[config.mk]
export PLATFORM = sky130hd
export DESIGN_NAME = ocp_protect
export DESIGN_NICKNAME = d
export VERILOG_FILES = /design/src/verilog/ocp_pkg.sv /design/src/verilog/ocp_sync.sv /design/src/verilog/ocp_protect.sv
export SDC_FILE = /design/constraint.sdc
export NUM_CORES = 1
export LEC_CHECK = 0
export ABC_AREA = 1
export BUFFER_PORTS_ARGS = -buffer_cell sky130_fd_sc_hd__buf_2
export CELL_PAD_IN_SITES_DETAIL_PLACEMENT = 1
export CELL_PAD_IN_SITES_GLOBAL_PLACEMENT = 1
export CORE_MARGIN = 3
export CORE_UTILIZATION = 35
export DETAILED_ROUTE_END_ITERATION = 8
export MAX_ROUTING_LAYER = met4
export PLACE_DENSITY = 0.83
export SLEW_MARGIN = 20
export SYNTH_ARGS = -nofsm -noshare
export SYNTH_HDL_FRONTEND = slang
export SYNTH_SLANG_ARGS = --single-unit
[constraint.sdc]
create_clock -name clk -period 3.63 [get_ports clk]
set_input_delay 0.726 -clock clk [delete_from_list [all_inputs] [get_ports clk]]
set_output_delay 0.726 -clock clk [all_outputs]
set_load 0.05 [all_outputs]
[src/verilog/ocp_pkg.sv]
// ocp_pkg: register map, field positions, reset values and timing counts
// for the overcurrent protection state machine.
// assumes a 200 MHz system clock and a 32-bit AXI4-Lite register bus.
package ocp_pkg;

	////////////////////////////////////////////////////////////////////////
	// clock and delay timing
	localparam int OCP_CLK_MHZ = 200;
	// nominal detect and release delay at the smallest recommended timing cap
	localparam int OCP_DELAY_MS = 10;
	localparam int OCP_DELAY_CYCLES = OCP_DELAY_MS * 1000 * OCP_CLK_MHZ;
	localparam int OCP_CNT_W = 24;

	////////////////////////////////////////////////////////////////////////
	// register byte offsets
	localparam logic [7:0] OCP_ADDR_CTRL = 8'h00;
	localparam logic [7:0] OCP_ADDR_CONFIG = 8'h04;
	localparam logic [7:0] OCP_ADDR_DELAY = 8'h08;
	localparam logic [7:0] OCP_ADDR_STATUS = 8'h0C;
	localparam logic [7:0] OCP_ADDR_IRQ_STAT = 8'h10;
	localparam logic [7:0] OCP_ADDR_IRQ_CLR = 8'h14;
	localparam logic [7:0] OCP_ADDR_IRQ_EN = 8'h18;

	////////////////////////////////////////////////////////////////////////
	// field positions
	localparam int OCP_CTRL_DSG_BIT = 0;
	localparam int OCP_CTRL_CHG_BIT = 1;
	localparam int OCP_CFG_THR_LO_BIT = 0;
	localparam int OCP_CFG_THR_HI_BIT = 1;
	localparam int OCP_NUM_THR = 4;
	localparam int OCP_NUM_EVT = 4;
	localparam int OCP_EVT_DETECT_START = 0;
	localparam int OCP_EVT_DETECT_CANCEL = 1;
	localparam int OCP_EVT_PROT_ENTER = 2;
	localparam int OCP_EVT_PROT_EXIT = 3;
	localparam int OCP_STAT_W = 7;

	////////////////////////////////////////////////////////////////////////
	// reset values
	localparam logic [1:0] OCP_CTRL_RST = 2'h0;
	localparam logic [1:0] OCP_CFG_RST = 2'h0;
	localparam logic [OCP_NUM_EVT-1:0] OCP_IRQ_EN_RST = 4'h0;

	////////////////////////////////////////////////////////////////////////
	// bus responses
	localparam logic [1:0] OCP_RESP_OKAY = 2'h0;
	localparam logic [1:0] OCP_RESP_SLVERR = 2'h2;

	typedef enum logic [1:0] {
		OCP_ST_NORMAL,
		OCP_ST_DETECT,
		OCP_ST_LOAD_MON,
		OCP_ST_RELEASE
	} ocp_state_t;

endpackage

[src/verilog/ocp_sync.sv]
// ocp_sync: two-flop synchroniser for a group of independent pin levels.
// assumes each bit is a slow level; multi-bit groups are not coherent.
`timescale 1ns/100ps

module ocp_sync #(
	parameter int WIDTH = 1
) (
	input wire logic clk,
	input wire logic reset,
	input wire logic [WIDTH-1:0] async_in,
	output logic [WIDTH-1:0] sync_out
);

	logic [WIDTH-1:0] meta_r;

	// the first stage feeds only the second stage
	always_ff @(posedge clk) begin
		if (reset) begin
			meta_r <= '0;
			sync_out <= '0;
		end else begin
			meta_r <= async_in;
			sync_out <= meta_r;
		end
	end

endmodule

[src/verilog/ocp_protect.sv]
// ocp_protect: overcurrent protection state machine with AXI4-Lite registers.
// assumes comparator and load-sense results arrive asynchronously from the
// analog front end; gate outputs drive external FET drivers (high = FET off).
`timescale 1ns/100ps

module ocp_protect
	import ocp_pkg::*;
#(
	parameter logic [OCP_CNT_W-1:0] DELAY_DEFAULT = OCP_CNT_W'(OCP_DELAY_CYCLES)
) (
	input wire logic clk,
	input wire logic reset,
	input wire logic s_axi_awvalid,
	output logic s_axi_awready,
	input wire logic [7:0] s_axi_awaddr,
	input wire logic s_axi_wvalid,
	output logic s_axi_wready,
	input wire logic [31:0] s_axi_wdata,
	input wire logic [3:0] s_axi_wstrb,
	output logic s_axi_bvalid,
	input wire logic s_axi_bready,
	output logic [1:0] s_axi_bresp,
	input wire logic s_axi_arvalid,
	output logic s_axi_arready,
	input wire logic [7:0] s_axi_araddr,
	output logic s_axi_rvalid,
	input wire logic s_axi_rready,
	output logic [31:0] s_axi_rdata,
	output logic [1:0] s_axi_rresp,
	input wire logic [OCP_NUM_THR-1:0] sense_diff_above,
	input wire logic load_above_release,
	output logic discharge_gate_out,
	output logic charge_gate_load_sense,
	output logic load_test_current,
	output logic regulator_en,
	output logic irq
);

	////////////////////////////////////////////////////////////////////////
	// pin synchronisers
	logic [OCP_NUM_THR:0] pins_s;

	ocp_sync #(
		.WIDTH(OCP_NUM_THR + 1)
	) u_sync (
		.clk(clk),
		.reset(reset),
		.async_in({load_above_release, sense_diff_above}),
		.sync_out(pins_s)
	);

	////////////////////////////////////////////////////////////////////////
	// registers and state
	logic discharge_switch_ctl_r;
	logic charge_switch_ctl_r;
	logic oc_threshold_sel_hi_r;
	logic oc_threshold_sel_lo_r;
	logic [OCP_CNT_W-1:0] oc_delay_r;
	logic [OCP_NUM_EVT-1:0] irq_stat_r;
	logic [OCP_NUM_EVT-1:0] irq_en_r;
	ocp_state_t state_r;
	ocp_state_t state_nxt;
	logic [OCP_CNT_W-1:0] cnt_r;
	logic dsg_at_entry_r;
	logic aw_got_r;
	logic w_got_r;
	logic [7:0] awaddr_r;
	logic [31:0] wdata_r;
	logic [3:0] wstrb_r;

	////////////////////////////////////////////////////////////////////////
	// comparator selection and state decode
	wire [1:0] thr_sel = {oc_threshold_sel_hi_r, oc_threshold_sel_lo_r};
	wire over_thr = pins_s[thr_sel];
	wire load_high = pins_s[OCP_NUM_THR];
	wire in_prot = (state_r == OCP_ST_LOAD_MON) || (state_r == OCP_ST_RELEASE);
	// a delay of zero would wrap the compare limit to all ones, so it is treated as one cycle
	wire [OCP_CNT_W-1:0] delay_eff = (oc_delay_r == '0) ? OCP_CNT_W'(1) : oc_delay_r;
	wire cnt_done = (cnt_r >= delay_eff - OCP_CNT_W'(1));

	always_comb begin
		state_nxt = state_r;
		case (state_r)
			OCP_ST_NORMAL: begin
				if (over_thr)
					state_nxt = OCP_ST_DETECT;
			end
			OCP_ST_DETECT: begin
				if (!over_thr)
					state_nxt = OCP_ST_NORMAL;
				else if (cnt_done)
					state_nxt = OCP_ST_LOAD_MON;
			end
			OCP_ST_LOAD_MON: begin
				if (load_high)
					state_nxt = OCP_ST_RELEASE;
			end
			OCP_ST_RELEASE: begin
				// load dropped again: keep monitoring
				if (!load_high)
					state_nxt = OCP_ST_LOAD_MON;
				else if (cnt_done && !over_thr)
					state_nxt = OCP_ST_NORMAL;
				else if (cnt_done)
					state_nxt = OCP_ST_LOAD_MON;
			end
			default: state_nxt = OCP_ST_NORMAL;
		endcase
	end

	wire entering = (state_r == OCP_ST_DETECT) && (state_nxt == OCP_ST_LOAD_MON);
	wire exiting = (state_r == OCP_ST_RELEASE) && (state_nxt == OCP_ST_NORMAL);
	wire cnt_clear = (state_nxt != state_r);

	always_ff @(posedge clk) begin
		if (reset) begin
			state_r <= OCP_ST_NORMAL;
			cnt_r <= '0;
		end else begin
			state_r <= state_nxt;
			cnt_r <= cnt_clear ? '0 : (cnt_r + OCP_CNT_W'(1));
		end
	end

	////////////////////////////////////////////////////////////////////////
	// bus write path: address and data taken in either order
	wire aw_take = s_axi_awvalid && s_axi_awready;
	wire w_take = s_axi_wvalid && s_axi_wready;
	wire [7:0] wr_addr = aw_got_r ? awaddr_r : s_axi_awaddr;
	wire [31:0] wr_data = w_got_r ? wdata_r : s_axi_wdata;
	wire [3:0] wr_strb = w_got_r ? wstrb_r : s_axi_wstrb;
	wire wr_fire = (aw_got_r || aw_take) && (w_got_r || w_take);
	wire [31:0] wr_mask = {{8{wr_strb[3]}}, {8{wr_strb[2]}}, {8{wr_strb[1]}}, {8{wr_strb[0]}}};
	wire wr_ctrl = wr_fire && (wr_addr == OCP_ADDR_CTRL) && wr_strb[0];
	wire wr_cfg = wr_fire && (wr_addr == OCP_ADDR_CONFIG) && wr_strb[0];
	wire wr_delay = wr_fire && (wr_addr == OCP_ADDR_DELAY);
	wire wr_clr = wr_fire && (wr_addr == OCP_ADDR_IRQ_CLR) && wr_strb[0];
	wire wr_en = wr_fire && (wr_addr == OCP_ADDR_IRQ_EN) && wr_strb[0];
	wire wr_known = (wr_addr == OCP_ADDR_CTRL) || (wr_addr == OCP_ADDR_CONFIG) ||
		(wr_addr == OCP_ADDR_DELAY) || (wr_addr == OCP_ADDR_IRQ_CLR) ||
		(wr_addr == OCP_ADDR_IRQ_EN);
	wire [31:0] delay_merge = ({8'h00, oc_delay_r} & ~wr_mask) | (wr_data & wr_mask);

	assign s_axi_awready = !aw_got_r && !s_axi_bvalid;
	assign s_axi_wready = !w_got_r && !s_axi_bvalid;

	always_ff @(posedge clk) begin
		if (reset) begin
			aw_got_r <= 1'b0;
			w_got_r <= 1'b0;
			awaddr_r <= 8'h00;
			wdata_r <= 32'h0000_0000;
			wstrb_r <= 4'h0;
			s_axi_bvalid <= 1'b0;
			s_axi_bresp <= OCP_RESP_OKAY;
		end else begin
			if (wr_fire) begin
				aw_got_r <= 1'b0;
				w_got_r <= 1'b0;
				s_axi_bvalid <= 1'b1;
				s_axi_bresp <= wr_known ? OCP_RESP_OKAY : OCP_RESP_SLVERR;
			end else begin
				if (aw_take) begin
					aw_got_r <= 1'b1;
					awaddr_r <= s_axi_awaddr;
				end
				if (w_take) begin
					w_got_r <= 1'b1;
					wdata_r <= s_axi_wdata;
					wstrb_r <= s_axi_wstrb;
				end
				if (s_axi_bvalid && s_axi_bready)
					s_axi_bvalid <= 1'b0;
			end
		end
	end

	////////////////////////////////////////////////////////////////////////
	// software registers
	always_ff @(posedge clk) begin
		if (reset) begin
			discharge_switch_ctl_r <= OCP_CTRL_RST[OCP_CTRL_DSG_BIT];
			charge_switch_ctl_r <= OCP_CTRL_RST[OCP_CTRL_CHG_BIT];
			oc_threshold_sel_lo_r <= OCP_CFG_RST[OCP_CFG_THR_LO_BIT];
			oc_threshold_sel_hi_r <= OCP_CFG_RST[OCP_CFG_THR_HI_BIT];
			oc_delay_r <= DELAY_DEFAULT;
			irq_en_r <= OCP_IRQ_EN_RST;
			dsg_at_entry_r <= 1'b0;
		end else begin
			if (wr_ctrl) begin
				discharge_switch_ctl_r <= wr_data[OCP_CTRL_DSG_BIT];
				charge_switch_ctl_r <= wr_data[OCP_CTRL_CHG_BIT];
			end else if (exiting && (discharge_switch_ctl_r == dsg_at_entry_r)) begin
				// auto restore keeps the control bit consistent with the pin
				discharge_switch_ctl_r <= 1'b1;
			end
			if (wr_cfg) begin
				oc_threshold_sel_lo_r <= wr_data[OCP_CFG_THR_LO_BIT];
				oc_threshold_sel_hi_r <= wr_data[OCP_CFG_THR_HI_BIT];
			end
			if (wr_delay)
				oc_delay_r <= delay_merge[OCP_CNT_W-1:0];
			if (wr_en)
				irq_en_r <= wr_data[OCP_NUM_EVT-1:0];
			if (entering)
				dsg_at_entry_r <= discharge_switch_ctl_r;
		end
	end

	////////////////////////////////////////////////////////////////////////
	// gate drive
	always_ff @(posedge clk) begin
		if (reset) begin
			discharge_gate_out <= 1'b1;
			charge_gate_load_sense <= 1'b1;
			load_test_current <= 1'b0;
		end else begin
			if (entering)
				discharge_gate_out <= 1'b1;
			else if (exiting)
				discharge_gate_out <= (discharge_switch_ctl_r != dsg_at_entry_r) ? !discharge_switch_ctl_r : 1'b0;
			else if (!in_prot)
				discharge_gate_out <= !discharge_switch_ctl_r;
			// charge gate held from entry until protection ends
			if (!in_prot && !entering)
				charge_gate_load_sense <= !charge_switch_ctl_r;
			load_test_current <= (state_nxt == OCP_ST_LOAD_MON);
		end
	end

	assign regulator_en = 1'b1;

	////////////////////////////////////////////////////////////////////////
	// interrupts: sticky events, set wins over a simultaneous clear
	wire [OCP_NUM_EVT-1:0] evt;

	assign evt[OCP_EVT_DETECT_START] = (state_r == OCP_ST_NORMAL) && (state_nxt == OCP_ST_DETECT);
	assign evt[OCP_EVT_DETECT_CANCEL] = (state_r == OCP_ST_DETECT) && (state_nxt == OCP_ST_NORMAL);
	assign evt[OCP_EVT_PROT_ENTER] = entering;
	assign evt[OCP_EVT_PROT_EXIT] = exiting;

	wire [OCP_NUM_EVT-1:0] clr_bits = wr_clr ? wr_data[OCP_NUM_EVT-1:0] : '0;

	always_ff @(posedge clk) begin
		if (reset)
			irq_stat_r <= '0;
		else
			irq_stat_r <= (irq_stat_r & ~clr_bits) | evt;
	end

	assign irq = |(irq_stat_r & irq_en_r);

	////////////////////////////////////////////////////////////////////////
	// bus read path
	wire [OCP_STAT_W-1:0] status_word = {discharge_switch_ctl_r != dsg_at_entry_r, load_test_current,
		charge_gate_load_sense, discharge_gate_out, in_prot, state_r};
	logic [31:0] rd_word;
	logic rd_known;

	always_comb begin
		rd_known = 1'b1;
		case (s_axi_araddr)
			OCP_ADDR_CTRL: rd_word = {30'h0, charge_switch_ctl_r, discharge_switch_ctl_r};
			OCP_ADDR_CONFIG: rd_word = {30'h0, thr_sel};
			OCP_ADDR_DELAY: rd_word = {8'h00, oc_delay_r};
			OCP_ADDR_STATUS: rd_word = {25'h0, status_word};
			OCP_ADDR_IRQ_STAT: rd_word = {28'h0, irq_stat_r};
			OCP_ADDR_IRQ_CLR: rd_word = 32'h0000_0000;
			OCP_ADDR_IRQ_EN: rd_word = {28'h0, irq_en_r};
			default: begin
				rd_word = 32'h0000_0000;
				rd_known = 1'b0;
			end
		endcase
	end

	assign s_axi_arready = !s_axi_rvalid;

	always_ff @(posedge clk) begin
		if (reset) begin
			s_axi_rvalid <= 1'b0;
			s_axi_rdata <= 32'h0000_0000;
			s_axi_rresp <= OCP_RESP_OKAY;
		end else if (s_axi_arvalid && s_axi_arready) begin
			s_axi_rvalid <= 1'b1;
			s_axi_rdata <= rd_word;
			s_axi_rresp <= rd_known ? OCP_RESP_OKAY : OCP_RESP_SLVERR;
		end else if (s_axi_rvalid && s_axi_rready) begin
			s_axi_rvalid <= 1'b0;
		end
	end

endmodule

==> impl_metrics.yaml <==
sta:
  skew_ps: 8.40
  min_period_ps: 3670
  final_hold_viol_count: 0
  period_share_pct: 101
  slew_headroom_pct: 56.2
  worstMarginPinSlew_ps: 651
  fin_ws_ps: -39.8
  fmax_mhz: 272
  drv_slew: 0
  setup_viol: 18
  rsz0062_at_grt: "yes"
worst_setup_path:
  critical_path_required_ps: 4000
  r2r_end: "cnt_r[20]$_SDFF_PP0_"
  reg2reg_depth: 27
  worstSetupPathType: "reg2reg"
  critical_path_arrival_ps: 4040
  critPathMaxFanout: 6
  endpoint: "cnt_r[20]$_SDFF_PP0_"
  r2r_setup_slack_ps: -40
  worst_setup_path_end_kind: "flip-flop"
  start_kind: "flip-flop"
synthesis:
  synth_mux_area_share_pct: 0.277
  ys_types: 49
  synth_xor_area_share_pct: 4.13
  yosys_warnings: 0
  avgSynthCellArea_um2: 7.14
  synth_compound_area_share_pct: 17.3
  syn_inst: 1010
  synth_top_family_by_area: "simple AND/OR/NAND/NOR gates"
  netlist.area_leader.share_pct: 39.1
  ys_seq_area_share_pct: 39.1
  yosysTopAreaCell: "dfxtp_1"
  synth-simple-area-share_pct: 24.2
  synth_area_leaders: "dfxtp_1 (39%), nand2_1 (9.6%), o21ai_0 (7.3%), a21oi_1 (6.8%), inv_1 (6.3%)"
  netlist_area_um2: 7220
  synth-adder-area-share_pct: 4.68
  yosys_register_bits: 141
layout:
  layout-drive-gt1-share_pct: 24.2
  finish.utilization_pct: 46.0
  nNetsFinal: 1227
  num_antenna_cells: 0
  n_fill_cell: 2489
  area_growth_pct: 26.4
  layout_common_cells: "nand2_1 (175), dfxtp_1 (125), inv_1 (119)"
  final_common_cell: "nand2_1"
die:
  initial_core_util_pct: 36.4
  die_area_um2: 22400
  rows: 51
  die_x_um: 150
  die-height_um: 150
  core_area_um2: 19800
  ios: 110
clock_tree:
  postCtsHoldBufs: 0
  htree_num_levels: 4
  numCtsBuffers: 17
  cts_tree: "done"
  clkLatencyLatePin_ps: 430
  numClockSinks: 141
  clkSlewWorstSetupHoldPaths_ps: 60
  cts_buffer_depth: 2
  root_buffer: "clkbuf_16"
placed_design:
  io_buffers: 89
  place_congestion: 0.865
  hpwlAfterDp_mm: 16.5
  pre_cts_slack_ps: 23.4
pwr:
  p_leak_nw: 3.95
  powerDensity_nw_per_um2: 448
  peakVddDrop_mv: 0.352
routing:
  wl_per_cell_um: 16.7
  wl_mm: 23.7
  dr.pass1.iters: 5
  drtIter0Drc: 397
  ant_nets: 0
  drc_errors: 0
  vias: 7241
  vias_per_cell: 5.12
global_route:
  grt_max_degree: 44
  grt_pass1_wl_mm: 35.7
  grt.overflow.total: 0
  first_global_vias: 7102
  antenna_found_initial: 0
  grtUsageTotal_pct: 20.6
status:
  status: "finished, violations left"
  violations: "setup timing"
min_path:
  hp-class: "reg2reg"
job:
  drv_cap: 0
==> stage by stage <==
step | std cells | power [mW] | TNS, ps | area, um2 | hold slack (ps)
after floorplan | 1019 | 2.06 | 0 | 7250 | 388
after global placement | 1373 | 2.17 | 0 | 8130 | 391
after detailed placement | 1373 | 2.20 | 0 | 8130 | 403
after CTS | 1405 | 4.10 | 0 | 8770 | 414
after global routing | 1414 | 4.25 | -6550 | 9120 | 443
final | 1414 | 4.09 | -364 | 9120 | 409
==> power by group <==
part | internal [mW] | total [mW] | switching (mW)
Combinational | 0.140 | 0.504 | 0.364
Sequential | 1.63 | 1.68 | 0.0519
Clock | 1.16 | 1.90 | 0.738
Total | 2.94 | 4.09 | 1.15
==> metal layers <==
layer | global-route usage (%) | part of all wire [%] | wire, um
met1 | 26.9 | 45 | 10700
met2 | 32.8 | 48 | 11300
met3 | 3.42 | 4.6 | 1080
met4 | 6.59 | 2.3 | 540
met5 | - | 0 | 0
==> critical path, stage by stage (launching register included) <==
cell and delay (ps):
dfxtp_2 350, nor2_4 50, nand2_2 80, nor2_2 60, nand4_1 100, nand2_1 70, inv_2 80, ha_4 140
nand2_4 60, nor3_4 220, nand2_2 110, nor4_4 290, nand4_1 160, xor2_1 180, inv_1 90, ha_4 210
nand2_4 70, nor2_1 60, nor2_1 160, nand2_1 100, a21oi_2 120, nand2_2 100, nand2_2 80, nand2_2 70
nand2_2 90, nand3_4 150, clkbuf_16 240, a21oi_2 90
==> synth_stat cells (all sizes together) <==
master / number
nand2: 186
dfxtp: 141
inv: 128
nor2: 120
o21ai: 114
a21oi: 100
nand3: 40
ha: 27
buf: 24
xor2: 22
clkbuf: 20
nor3: 18
nand4: 15
xnor2: 12
nor4: 8
or2: 7
o22ai: 4
clkinv: 3
o2111ai: 3
a211oi: 2
a21o: 2
a32o: 2
conb: 2
mux2i: 2
o21a: 2
o31ai: 2
a31oi: 1
nand3b: 1
o211ai: 1
o221ai: 1
==> worst min path at each step <==
stage	end	cells after the start	start	slack [ps]
global route	u_sync.sync_out[0]$_SDFF_PP0_	2	u_sync.meta_r[0]$_SDFF_PP0_	440
global placement	u_sync.sync_out[2]$_SDFF_PP0_	2	u_sync.meta_r[2]$_SDFF_PP0_	390
CTS	u_sync.sync_out[3]$_SDFF_PP0_	2	u_sync.meta_r[3]$_SDFF_PP0_	410
detailed placement	u_sync.sync_out[3]$_SDFF_PP0_	2	u_sync.meta_r[3]$_SDFF_PP0_	400
floorplan	u_sync.sync_out[0]$_SDFF_PP0_	2	u_sync.meta_r[0]$_SDFF_PP0_	390
finish	u_sync.sync_out[3]$_SDFF_PP0_	2	u_sync.meta_r[3]$_SDFF_PP0_	410
==> cell families after synthesis <==
| group | after synthesis |
|---|---|
| buffers and inverters | 175 |
| AO/OA/AOI/OAI | 234 |
| flip-flops | 141 |
| adder cells (fa/ha/maj) | 27 |
| AND/OR/NAND/NOR | 395 |
| XOR/XNOR | 34 |
| multiplexers | 2 |
| other | 2 |
==> area by class of cell <==
class                   count  area (um2)  area share (%)
multi-input cells         703        3910            42.9
flip-flops and latches    141        2840            31.2
repair buffers            142         907            9.94
inverters                 131         493            5.40
clock buffers              17         425            4.66
well taps                 265         332            3.63
clock inverters            15         210            2.30
==> what timing repair did <==
item / CTS / global route
buffers inserted: 0 / 6
pin swaps: 0 / 12
gates cloned: 0 / 3
setup endpoints to repair: 3 / 33
gates resized for setup: 1 / 73
No activity file was read; power rests on OpenSTA's default activity.
